===== src/rx_emd_pkg.sv =====
// package: register map, field positions and types for the rx emd block
// assumes a 32-bit axi4-lite register bus, one register per aligned word
package rx_emd_pkg;
  localparam int ADDR_W = 6;
  // printed offsets are register indices; byte address is four times these
  localparam logic [3:0] IDX_EMD_CFG = 4'h5;
  localparam logic [3:0] IDX_SC_START = 4'h6;
  localparam logic [3:0] IDX_RXCFG1 = 4'hB;
  localparam logic [3:0] IDX_OPCTL = 4'h0;
  localparam logic [3:0] IDX_IRQ_STAT = 4'h1;
  localparam logic [3:0] IDX_IRQ_MASK = 4'h2;
  localparam logic [3:0] IDX_RXOPT = 4'h3;
  localparam int EMD_EN_BIT = 7;
  localparam int START_POL_BIT = 6;
  localparam int THLD_MSB = 3;
  localparam int SC_START_MSB = 4;
  localparam int RX_CHANNEL_SELECT_BIT = 7;
  localparam int OPC_AM_BIT = 0;
  localparam int OPC_PM_BIT = 1;
  localparam int OPC_MANUAL_BIT = 2;
  localparam int CRC_SKIP_BIT = 1;
  localparam int IDX_LSB = 2;
  localparam logic [7:0] EMD_CFG_WMASK = 8'hCF;
  localparam logic [7:0] SC_START_WMASK = 8'h1F;
  localparam logic [7:0] RXCFG1_WMASK = 8'hFF;
  localparam logic [7:0] OPCTL_WMASK = 8'h07;
  localparam logic [7:0] RXOPT_WMASK = 8'h07;
  localparam logic [7:0] IRQ_WMASK = 8'h03;
  localparam logic [7:0] REG_RESET = 8'h00;
  localparam int IRQ_SOFT = 0;
  localparam int IRQ_RESTART = 1;
  localparam logic [1:0] RESP_OKAY = 2'h0;
  localparam logic [1:0] RESP_SLVERR = 2'h2;
  localparam logic [2:0] FIRST_BITS = 3'h4;

  typedef struct packed {
    logic [1:0] rsvd;
    logic [2:0] lowpass_setting;
    logic zero_cfg_bit3;
    logic zero_cfg_bit2;
    logic zero_cfg_bit1;
    logic zero_cfg_bit0;
  } analog_cfg_s;

  typedef struct packed {
    logic sof;
    logic bit_valid;
    logic bit_err;
    logic byte_done;
    logic eof;
  } rx_evt_s;
endpackage : rx_emd_pkg


===== src/rx_emd_suppression_config.sv =====
// rx disturbance suppression, subcarrier start timer and channel select
// assumes a synchronous decoder event stream and 0.25 etu ticks from outside
//
// Local design decision: register access over AXI4-Lite.
`timescale 1ns/10ps
module rx_emd_suppression_config
  import rx_emd_pkg::*;
(
  input wire logic aclk,
  input wire logic aresetn,
  input wire logic [ADDR_W-1:0] s_axi_awaddr,
  input wire logic s_axi_awvalid,
  output logic s_axi_awready,
  input wire logic [31:0] s_axi_wdata,
  input wire logic [3:0] s_axi_wstrb,
  input wire logic s_axi_wvalid,
  output logic s_axi_wready,
  output logic [1:0] s_axi_bresp,
  output logic s_axi_bvalid,
  input wire logic s_axi_bready,
  input wire logic [ADDR_W-1:0] s_axi_araddr,
  input wire logic s_axi_arvalid,
  output logic s_axi_arready,
  output logic [31:0] s_axi_rdata,
  output logic [1:0] s_axi_rresp,
  output logic s_axi_rvalid,
  input wire logic s_axi_rready,
  input wire rx_evt_s rx_evt,
  input wire logic type_a_106k,
  input wire logic type_b_106k,
  input wire logic quarter_etu_tick,
  input wire logic mask_receive_timer_done,
  input wire logic subcarrier_detect,
  input wire logic crc_error,
  output logic rx_started,
  output logic frame_discard,
  output logic crc_check_en,
  output logic rx_channel_select,
  output logic am_channel_en,
  output logic pm_channel_en,
  output logic framing_from_pm,
  output logic [2:0] lowpass_setting,
  output logic [3:0] zero_cfg,
  output logic irq
);

  // ==========================================================
  // register bus
  // ==========================================================
  logic [7:0] emd_cfg_q, sc_start_q, rxcfg1_q, opctl_q, rxopt_q;
  logic [7:0] irq_stat_q, irq_mask_q;
  logic [ADDR_W-1:0] awaddr_q;
  logic aw_held_q, w_held_q;
  logic [7:0] wdata_q;
  logic wstrb0_q;
  logic [31:0] rdata_q;
  logic [1:0] rresp_q;
  logic [1:0] bresp_q;
  logic bvalid_q, rvalid_q;

  function automatic logic [3:0] reg_index(input logic [ADDR_W-1:0] a);
    return a[ADDR_W-1:IDX_LSB];
  endfunction : reg_index

  function automatic logic mapped(input logic [ADDR_W-1:0] a);
    logic [3:0] i;
    i = a[ADDR_W-1:IDX_LSB];
    return i == IDX_EMD_CFG || i == IDX_SC_START || i == IDX_RXCFG1 ||
      i == IDX_OPCTL || i == IDX_IRQ_STAT || i == IDX_IRQ_MASK ||
      i == IDX_RXOPT;
  endfunction : mapped

  // take a channel only when its ready is offered, never under a response
  wire aw_take = s_axi_awvalid && s_axi_awready;
  wire w_take = s_axi_wvalid && s_axi_wready;
  wire aw_have = aw_held_q || s_axi_awvalid;
  wire w_have = w_held_q || s_axi_wvalid;
  wire wr_fire = aw_have && w_have && !bvalid_q;
  wire [ADDR_W-1:0] wr_addr = aw_held_q ? awaddr_q : s_axi_awaddr;
  wire [7:0] wr_data = w_held_q ? wdata_q : s_axi_wdata[7:0];
  wire wr_lane0 = w_held_q ? wstrb0_q : s_axi_wstrb[0];
  wire wr_en = wr_fire && wr_lane0 && mapped(wr_addr);
  wire [3:0] wr_idx = reg_index(wr_addr);
  wire rd_fire = s_axi_arvalid && !rvalid_q;
  wire [3:0] rd_idx = reg_index(s_axi_araddr);
  wire rd_stat = rd_fire && rd_idx == IDX_IRQ_STAT;

  assign s_axi_awready = !aw_held_q && !bvalid_q;
  assign s_axi_wready = !w_held_q && !bvalid_q;
  assign s_axi_arready = !rvalid_q;
  assign s_axi_bvalid = bvalid_q;
  assign s_axi_bresp = bresp_q;
  assign s_axi_rvalid = rvalid_q;
  assign s_axi_rdata = rdata_q;
  assign s_axi_rresp = rresp_q;

  always_ff @(posedge aclk) begin
    if (!aresetn) begin
      aw_held_q <= 1'b0;
      w_held_q <= 1'b0;
      awaddr_q <= '0;
      wdata_q <= '0;
      wstrb0_q <= 1'b0;
    end else begin
      aw_held_q <= aw_take && !wr_fire ? 1'b1 : (wr_fire ? 1'b0 : aw_held_q);
      w_held_q <= w_take && !wr_fire ? 1'b1 : (wr_fire ? 1'b0 : w_held_q);
      if (aw_take) awaddr_q <= s_axi_awaddr;
      if (w_take) begin
        wdata_q <= s_axi_wdata[7:0];
        wstrb0_q <= s_axi_wstrb[0];
      end
    end
  end

  always_ff @(posedge aclk) begin
    if (!aresetn) begin
      bvalid_q <= 1'b0;
      bresp_q <= RESP_OKAY;
    end else if (wr_fire && !(aw_take && !s_axi_awready)) begin
      bvalid_q <= 1'b1;
      bresp_q <= mapped(wr_addr) ? RESP_OKAY : RESP_SLVERR;
    end else if (s_axi_bready) begin
      bvalid_q <= 1'b0;
    end
  end

  // reserved bits masked on write read back zero
  always_ff @(posedge aclk) begin
    if (!aresetn) begin
      emd_cfg_q <= REG_RESET;
      sc_start_q <= REG_RESET;
      rxcfg1_q <= REG_RESET;
      opctl_q <= REG_RESET;
      rxopt_q <= REG_RESET;
      irq_mask_q <= REG_RESET;
    end else if (wr_en) begin
      if (wr_idx == IDX_EMD_CFG) emd_cfg_q <= wr_data & EMD_CFG_WMASK;
      if (wr_idx == IDX_SC_START) sc_start_q <= wr_data & SC_START_WMASK;
      if (wr_idx == IDX_RXCFG1) rxcfg1_q <= wr_data & RXCFG1_WMASK;
      if (wr_idx == IDX_OPCTL) opctl_q <= wr_data & OPCTL_WMASK;
      if (wr_idx == IDX_RXOPT) rxopt_q <= wr_data & RXOPT_WMASK;
      if (wr_idx == IDX_IRQ_MASK) irq_mask_q <= wr_data & IRQ_WMASK;
    end
  end

  logic [7:0] rd_val;
  always_comb begin
    unique case (rd_idx)
      IDX_EMD_CFG: rd_val = emd_cfg_q;
      IDX_SC_START: rd_val = sc_start_q;
      IDX_RXCFG1: rd_val = rxcfg1_q;
      IDX_OPCTL: rd_val = opctl_q;
      IDX_RXOPT: rd_val = rxopt_q;
      IDX_IRQ_STAT: rd_val = irq_stat_q;
      IDX_IRQ_MASK: rd_val = irq_mask_q;
      default: rd_val = 8'h00;
    endcase
  end

  always_ff @(posedge aclk) begin
    if (!aresetn) begin
      rvalid_q <= 1'b0;
      rdata_q <= 32'h0000_0000;
      rresp_q <= RESP_OKAY;
    end else if (rd_fire) begin
      rvalid_q <= 1'b1;
      rdata_q <= {24'h00_0000, rd_val};
      rresp_q <= mapped(s_axi_araddr) ? RESP_OKAY : RESP_SLVERR;
    end else if (s_axi_rready) begin
      rvalid_q <= 1'b0;
    end
  end

  // ==========================================================
  // configuration outputs
  // ==========================================================
  wire emd_en = emd_cfg_q[EMD_EN_BIT];
  wire start_any = emd_cfg_q[START_POL_BIT];
  wire [3:0] short_limit = emd_cfg_q[THLD_MSB:0];
  wire [4:0] sc_start_time = sc_start_q[SC_START_MSB:0];
  wire both_en = opctl_q[OPC_AM_BIT] && opctl_q[OPC_PM_BIT];
  wire manual_sel = opctl_q[OPC_MANUAL_BIT];
  analog_cfg_s acfg;
  assign acfg = analog_cfg_s'(rxcfg1_q);

  assign rx_channel_select = rxcfg1_q[RX_CHANNEL_SELECT_BIT];
  // single enabled channel follows the select bit
  assign am_channel_en = both_en || !rx_channel_select;
  assign pm_channel_en = both_en || rx_channel_select;
  // with both enabled and manual select, bit picks framing source
  assign framing_from_pm = (both_en && manual_sel) ? rx_channel_select
                                                   : pm_channel_en && !both_en;
  assign lowpass_setting = acfg.lowpass_setting;
  assign zero_cfg = {acfg.zero_cfg_bit3, acfg.zero_cfg_bit2,
                     acfg.zero_cfg_bit1, acfg.zero_cfg_bit0};
  assign crc_check_en = !rxopt_q[CRC_SKIP_BIT];

  // ==========================================================
  // reception start policy and frame suppression
  // ==========================================================
  logic [2:0] bitcnt_q;
  logic head_err_q, frame_err_q, started_q, in_frame_q;
  logic [3:0] bytes_q;
  wire head_done = rx_evt.bit_valid && bitcnt_q == FIRST_BITS - 3'h1;
  wire head_err_now = head_err_q || (rx_evt.bit_valid && rx_evt.bit_err);
  // policy 0 needs clean first four bits, only for type A 106k
  wire start_ok = !type_a_106k || start_any || !head_err_now;
  wire short_frame = bytes_q < short_limit;
  wire frame_bad = frame_err_q || (rx_evt.bit_valid && rx_evt.bit_err) ||
                   (crc_check_en && crc_error);
  wire emd_frame_drop = rx_evt.eof && emd_en && short_frame &&
                        frame_bad;

  always_ff @(posedge aclk) begin
    if (!aresetn) begin
      bitcnt_q <= 3'h0;
      head_err_q <= 1'b0;
      frame_err_q <= 1'b0;
      started_q <= 1'b0;
      in_frame_q <= 1'b0;
      bytes_q <= 4'h0;
    end else if (rx_evt.sof) begin
      bitcnt_q <= 3'h0;
      head_err_q <= 1'b0;
      frame_err_q <= 1'b0;
      started_q <= 1'b0;
      in_frame_q <= 1'b1;
      bytes_q <= 4'h0;
    end else if (in_frame_q) begin
      if (rx_evt.bit_valid && bitcnt_q < FIRST_BITS) bitcnt_q <= bitcnt_q + 3'h1;
      if (rx_evt.bit_valid && rx_evt.bit_err) begin
        frame_err_q <= 1'b1;
        if (bitcnt_q < FIRST_BITS) head_err_q <= 1'b1;
      end
      if (head_done && start_ok) started_q <= 1'b1;
      if (rx_evt.byte_done && bytes_q != 4'hF) bytes_q <= bytes_q + 4'h1;
      if (rx_evt.eof) in_frame_q <= 1'b0;
    end
  end
  assign rx_started = started_q;

  // ==========================================================
  // subcarrier start timer, type B 106k
  // ==========================================================
  logic armed_q;
  logic [4:0] quarter_q;
  // elapsed quarter etu since mask timer end against start time
  wire start_violation = armed_q && type_b_106k && subcarrier_detect &&
                         quarter_q < sc_start_time;
  wire ev_soft = start_violation && !emd_en;
  wire ev_restart = start_violation && emd_en;

  always_ff @(posedge aclk) begin
    if (!aresetn) begin
      armed_q <= 1'b0;
      quarter_q <= 5'h00;
    end else if (mask_receive_timer_done) begin
      armed_q <= 1'b1;
      quarter_q <= 5'h00;
    end else if (subcarrier_detect) begin
      armed_q <= 1'b0;
    end else if (armed_q && quarter_etu_tick && quarter_q != 5'h1F) begin
      quarter_q <= quarter_q + 5'h01;
    end
  end

  always_ff @(posedge aclk) begin
    if (!aresetn) frame_discard <= 1'b0;
    else frame_discard <= emd_frame_drop || ev_restart;
  end

  // ==========================================================
  // interrupts: sticky, read clears, set wins over clear
  // ==========================================================
  logic [7:0] irq_set;
  always_comb begin
    irq_set = 8'h00;
    irq_set[IRQ_SOFT] = ev_soft;
    irq_set[IRQ_RESTART] = ev_restart || emd_frame_drop;
  end

  always_ff @(posedge aclk) begin
    if (!aresetn) irq_stat_q <= REG_RESET;
    else irq_stat_q <= ((rd_stat ? 8'h00 : irq_stat_q) | irq_set) & IRQ_WMASK;
  end
  assign irq = |(irq_stat_q & irq_mask_q);

endmodule : rx_emd_suppression_config


===== config.mk =====
export PLATFORM = sky130hd
export DESIGN_NAME = rx_emd_suppression_config
export DESIGN_NICKNAME = d
export VERILOG_FILES = /design/src/rx_emd_pkg.sv /design/src/rx_emd_suppression_config.sv
export SDC_FILE = /design/constraint.sdc
export NUM_CORES = 1
export LEC_CHECK = 0
export BUFFER_PORTS_ARGS = -buffer_cell sky130_fd_sc_hd__buf_2
export CAP_MARGIN = 20
export CORE_MARGIN = 2
export CORE_UTILIZATION = 51
export DETAILED_ROUTE_END_ITERATION = 10
export HOLD_SLACK_MARGIN = 0.1
export PLACE_DENSITY = 0.8
export SKIP_CTS_REPAIR_TIMING = 1
export SLEW_MARGIN = 20
export SYNTH_ARGS = -nofsm -noshare
export SYNTH_HDL_FRONTEND = slang
export SYNTH_SLANG_ARGS = --single-unit

===== constraint.sdc =====
create_clock -name aclk -period 2.6 [get_ports aclk]
set_clock_uncertainty 0.1 [all_clocks]
set_input_delay 0.52 -clock aclk [delete_from_list [all_inputs] [get_ports aclk]]
set_output_delay 0.52 -clock aclk [all_outputs]
set_load 0.01 [all_outputs]

# After elaboration in Yosys (flattened, before gate mapping)

Cells that the tools add are included.
W data, S select, Z words.

Flip-flop bits (word level): 78
Input port bits: 66
Output and inout bits: 56
Word-level logic and storage cells: 161

Add/subtract/negate cells: 3
Order comparisons: 3
Equal/unequal tests: 15
Multiplexer cells: 20
Bitwise gates (word level): 4
Reduce and logical (&&, ||, !) cells: 90

Operators with widths:

| operator              | number |
|---|---|
| $pmux W8 S7           | 1 |
| $logic_and A1 B1 Y1   | 33 |
| $logic_or A1 B1 Y1    | 22 |
| $reduce_and A2 Y1     | 11 |
| $eq A4 B2 Y1 const B  | 4 |
| $eq A4 B3 Y1 const B  | 4 |
| $mux W1               | 14 |
| $logic_not A1 Y1      | 13 |
| $reduce_bool A2 Y1    | 5 |
| $eq A4 B1 Y1 const B  | 2 |
| $eq A4 B4 Y1 const B  | 2 |
| $logic_not A4 Y1      | 2 |
| $mux W8               | 1 |
| $reduce_or A8 Y1      | 1 |
| $mux W2               | 3 |
| $mux W6               | 1 |
| $add A5 B1 Y5 const B | 1 |
| $lt A5 B5 Y1          | 1 |
| $ne A5 B5 Y1 const B  | 1 |
| $add A4 B1 Y4 const B | 1 |
| $lt A4 B4 Y1          | 1 |
| $ne A4 B4 Y1 const B  | 1 |
| $reduce_or A2 Y1      | 2 |
| $add A3 B1 Y3 const B | 1 |
| other kinds (6)       | 7 |

# Depth between registers and ports, before layout

Word-level depth: 10
Mapped depth: 8
Mapped depth without buffers: 7

# Worst setup path after synthesis

No wires, ideal clock.

Path kind: input port to flip-flop
Start point: input s_axi_araddr[2]
End point: register rdata_q[3] (netlist: s_axi_rdata[3])
Setup time: 79 ps
Arrival: 1,689 ps
Required time: 2,421 ps
Slack: 732 ps
Stages: 4
Path buffers: 0
Cell sequence: nand2b_1 > a311o_1 > or4_1 > o211ai_1

Word-level cells in the longest chain between the ends: 2
Elaborated cells between the ends (all ways): 8
Those cells by class: eq/ne (6); mux (1); reduce/logical (1)

Ends and longest elaborated chain:

| item                                 | RTL line                         | RTL |
|---|---|---|
| from (decl)                          | rx_emd_suppression_config.sv:21  | `input wire logic [ADDR_W-1:0] s_axi_araddr,` |
| $eq A4 B2 Y1 (tied with other cells) | rx_emd_suppression_config.sv:148 | `unique case (rd_idx)` |
| $pmux W8 S7 *                        | rx_emd_suppression_config.sv:148 |  |
| to (signal assigned)                 | rx_emd_suppression_config.sv:167 | `rdata_q <= {24'h00_0000, rd_val};` |
| to (decl)                            | rx_emd_suppression_config.sv:56  | `logic [31:0] rdata_q;` |

Every way passes the cells marked *; elsewhere a longest branch is shown, timed or not.
A chain may end at the register's enable or synchronous reset.

# Worst setup path after layout

Start point: register w_held_q
End point: register sc_start_q[3]

Word-level cells in the longest chain between the ends: 6
Elaborated cells between the ends (all ways): 8
Those cells by class: mux (2); reduce/logical (6)

Ends and longest elaborated chain:

| item                               | RTL line                         | RTL |
|---|---|---|
| from (decl)                        | rx_emd_suppression_config.sv:53  | `logic aw_held_q, w_held_q;` |
| from (signal assigned)             | rx_emd_suppression_config.sv:106 | `w_held_q <= w_take && !wr_fire ? 1'b1 : (wr_fire ? 1'b0 : w_held_q);` |
| $logic_or A1 B1 Y1                 | rx_emd_suppression_config.sv:77  | `wire w_have = w_held_q \|\| s_axi_wvalid;` |
| $logic_and A1 B1 Y1 (2 in series)  | rx_emd_suppression_config.sv:78  | `wire wr_fire = aw_have && w_have && !bvalid_q;` |
| $logic_and A1 B1 Y1 (2 in series)  | rx_emd_suppression_config.sv:82  | `wire wr_en = wr_fire && wr_lane0 && mapped(wr_addr);` |
| $reduce_and A2 Y1 (no source line) | n/a                              |  |
| to (signal assigned)               | rx_emd_suppression_config.sv:138 | `if (wr_idx == IDX_SC_START) sc_start_q <= wr_data & SC_START_WMASK;` |
| to (decl)                          | rx_emd_suppression_config.sv:50  | `logic [7:0] emd_cfg_q, sc_start_q, rxcfg1_q, opctl_q, rxopt_q;` |

Parallel ways exist; a longest one is shown, timed or not.

==> impl_metrics.csv <==
group,metric,value,unit
run_status,outcome,"finished, final reports clean",
sta,tns,0,ns
synthesis,synth.avg_cell_area,9.07,sq um
critical_path,worstSetupEndpointType,"flop",
clock_tree,worst_skew_pair_latency,0.35,ns
grt,number_of_global_route_vias_before_repair,2849,
floorplan,site_row_count,31,
sta,max_slew.worst_pin.slew,0.600,ns
worst_hold_path,worst_hold_path_type,"in -> reg",
synthesis,mappedNetlistArea,3860,sq um
synthesis,synth-async-reset-ratio,0,%
floorplan,floorplan.initialDensity,53.0,%
floorplan,i_o_pins,122,
floorplan,fp.dieW,91.1,microns
finish,drive_gt1_share,19.6,%
clock_tree,cts.sinks,74,
power,power.ir.vdd_worst,0.000253,V
critical_path,cp_max_fo,14,
synthesis,synthDistinctLibCells,61,
sta,fmax,0.469,GHz
sta,finalSetupViolCount,0,
critical_path,crit_arrival,2.26,ns
synthesis,post_synth_inst_count,426,
route,antenna_violating_nets_post_route,0,
synthesis,synth_seq_cells,74,
finish,utilization,59.9,%
floorplan,floorplan.die_area,8290,sq um
sta,relSlewSlack,60.0,%
sta,final-hold-violation-count,0,
synthesis,synth_edf_count,0,
route,drt_first_iter_violations,197,
synthesis,post_synthesis_sequential_area_ratio,38.3,%
floorplan,dieHeight,91.1,microns
finish,final_cell_area,4370,sq um
finish,layout-area-overhead-vs-synth,12.9,%
grt,maximum_number_of_pins_on_one_net_before_global_route_repair,66,
placed_design,dp_slack,0.435,ns
grt,global_route_wire_length_before_repair,13500,microns
sta,rsz_0062_raised_after_global_routing,"false",
route,drt-wirelength-per-cell,14.0,microns
placed_design,hpwlAfterDp,6160,microns
grt,gr-total-overflow,0,
sta,period_share,82.0,%
route,route.final.wire_length,8240,microns
grt,track_usage,20.2,%
sta,post-route-min-period,2.13,ns
job,cap_viol_max_count,0,
synthesis,yosys_warnings,0,
finish,filler_cell_count,626,
power,power-per-cell-area,545,nW/um^2
route,drc,0,
route,drt-vias-per-instance,5.34,
route,routed-via-count,3141,
placed_design,number_of_input_and_output_port_buffers_inserted,64,
clock_tree,clk_root_buffer_cell,"sky130_fd_sc_hd__clkbuf_8",
clock_tree,tritoncts,"built",
critical_path,path_class,"reg -> reg",
sta,final_max_slew_viol_count,0,
synthesis,yosys-mux-area-fraction,17.2,%
clock_tree,clock_buffers_created_by_tritoncts,9,
synthesis,synth_top_family_by_area,"simple AND/OR/NAND/NOR gates",
finish,fin_nets,563,
clock_tree,path_clk_slew,0.08,ns
clock_tree,cts_buffer_depth,2,
synthesis,post_synth_xor_area_fraction,1.13,%
synthesis,synth_compound_area_share,11.3,%
route,drt_first_pass_iters,5,
sta,fin_ws,0.468,ns
placed_design,finalWeightedCongestion,0.865,
floorplan,placeableCoreArea,7290,sq um
critical_path,worst_ep_required_time,2.73,ns
power,leakage_power_figure,1.96,nW
critical_path,crit_path_start_kind,"flop",
synthesis,synthAdderAreaFrac,3.88,%
synthesis,area_fraction_in_and_or_nand_and_nor_cells_after_synthesis,19.7,%
finish,antenna_cells,0,
grt,grt_antenna_before_repair,0,
placed_design,postPlaceCellArea,4160,sq um
synthesis,ys.flop_type,"sky130_fd_sc_hd__dfxtp_1",
clock_tree,cts-htree-levels,3,
==> final cells by class <==
| type | instances | area (sq um) | area share, % |
|---|---|---|---|
| clock buffers | 11 | 151 | 3.47 |
| clock inverters | 4 | 51.3 | 1.18 |
| inverters | 14 | 52.6 | 1.20 |
| multi-input cells | 319 | 2150 | 49.2 |
| flip-flops and latches | 74 | 1480 | 33.9 |
| well taps | 99 | 124 | 2.84 |
| repair buffers | 67 | 355 | 8.14 |
==> synth_stat cells, types with 5 or more instances <==
library cell,n,area share (%)
sky130_fd_sc_hd__ha_1,12,3.9
sky130_fd_sc_hd__nand3_1,12,1.6
sky130_fd_sc_hd__nand2_1,51,5.0
sky130_fd_sc_hd__o21ai_0,7,0.91
sky130_fd_sc_hd__nor2b_1,18,2.9
sky130_fd_sc_hd__inv_1,14,1.4
sky130_fd_sc_hd__nor2_1,28,2.7
sky130_fd_sc_hd__o21ai_1,5,0.65
sky130_fd_sc_hd__nand2b_1,12,1.9
sky130_fd_sc_hd__dfxtp_1,74,38
sky130_fd_sc_hd__mux2_2,8,2.3
sky130_fd_sc_hd__buf_4,29,5.6
sky130_fd_sc_hd__clkbuf_1,12,1.2
sky130_fd_sc_hd__a21oi_1,11,1.4
sky130_fd_sc_hd__mux2i_1,55,14
==> worst max-delay path: stages, from the launching register on <==
cell and delay (ns):
sky130_fd_sc_hd__dfxtp_1 0.66, sky130_fd_sc_hd__o21bai_1 0.24, sky130_fd_sc_hd__nor3_1 0.44, sky130_fd_sc_hd__nand3_1 0.36
sky130_fd_sc_hd__mux2i_1 0.20
==> cell usage in the layout (no fill, tap or decap), types with 11 or more instances in the layout <==
cell | netlist | layout
sky130_fd_sc_hd__clkbuf_8 | 0 | 11
sky130_fd_sc_hd__nor2b_1 | 18 | 18
sky130_fd_sc_hd__nand2_1 | 51 | 51
sky130_fd_sc_hd__buf_2 | 1 | 64
sky130_fd_sc_hd__conb_1 | 1 | 26
sky130_fd_sc_hd__dfxtp_1 | 74 | 74
sky130_fd_sc_hd__inv_1 | 14 | 14
sky130_fd_sc_hd__nand3_1 | 12 | 12
sky130_fd_sc_hd__nor2_1 | 28 | 28
sky130_fd_sc_hd__ha_1 | 12 | 12
sky130_fd_sc_hd__mux2i_1 | 55 | 55
sky130_fd_sc_hd__a21oi_1 | 11 | 11
sky130_fd_sc_hd__nand2b_1 | 12 | 12
==> final timing paths <==
path	startpoint	to	slack [ns]	cells after the start
worst max-delay path	w_held_q	sc_start_q[3]	0.47	4
worst min register to register	s_axi_rdata[7]	s_axi_rdata[7]	0.35	2
worst max register to register	w_held_q	sc_start_q[3]	0.47	4
worst min-delay path	mask_receive_timer_done	armed_q	0.29	2
==> stage by stage <==
step | power, mW | instances | hold slack (ns)
floorplan | 1.43 | 451 | 0.337
global placement | 1.48 | 573 | 0.337
detailed placement | 1.49 | 573 | 0.341
CTS | 2.39 | 588 | 0.282
global route | 2.47 | 588 | 0.297
finish | 2.38 | 588 | 0.294
==> metal layers <==
metal	GRT usage (%)	part of all wire, %	wire [microns]	vias up
met5	0	0	0	-
met4	9.85	2.5	204	0
met3	3.40	4.4	365	15
met2	32.3	46	3780	103
met1	26.6	47	3890	1462
li1	-	-	-	1561
==> logic make-up after synthesis <==
kind of cell             Yosys count
AND/OR/NAND/NOR                  150
flip-flops                        74
multiplexers                      65
AO/OA/AOI/OAI                     61
buffers and inverters             58
adder cells (fa/ha/maj)           12
XOR/XNOR                           5
other                              1
==> where the power goes <==
group | switching [mW] | leakage [nW] | internal (mW)
clock network | 0.422 | 0.101 | 0.490
registers | 0.0308 | 0.600 | 1.16
logic | 0.158 | 1.26 | 0.115
total | 0.611 | 1.96 | 1.77
==> sequential cells by signal (all words and copies together) (netlist names), 2 cells and up <==
| signal | flops |
|---|---|
| bytes_q | 4 |
| rxcfg1_q | 8 |
| irq_mask_q | 2 |
| bitcnt_q | 3 |
| irq_stat_q | 2 |
| wdata_q | 8 |
| quarter_q | 5 |
| opctl_q | 3 |
| sc_start_q | 5 |
| emd_cfg_q | 6 |
| s_axi_rdata | 8 |
| awaddr_q | 4 |
| rxopt_q | 3 |
(Power assumes the default switching activity.)
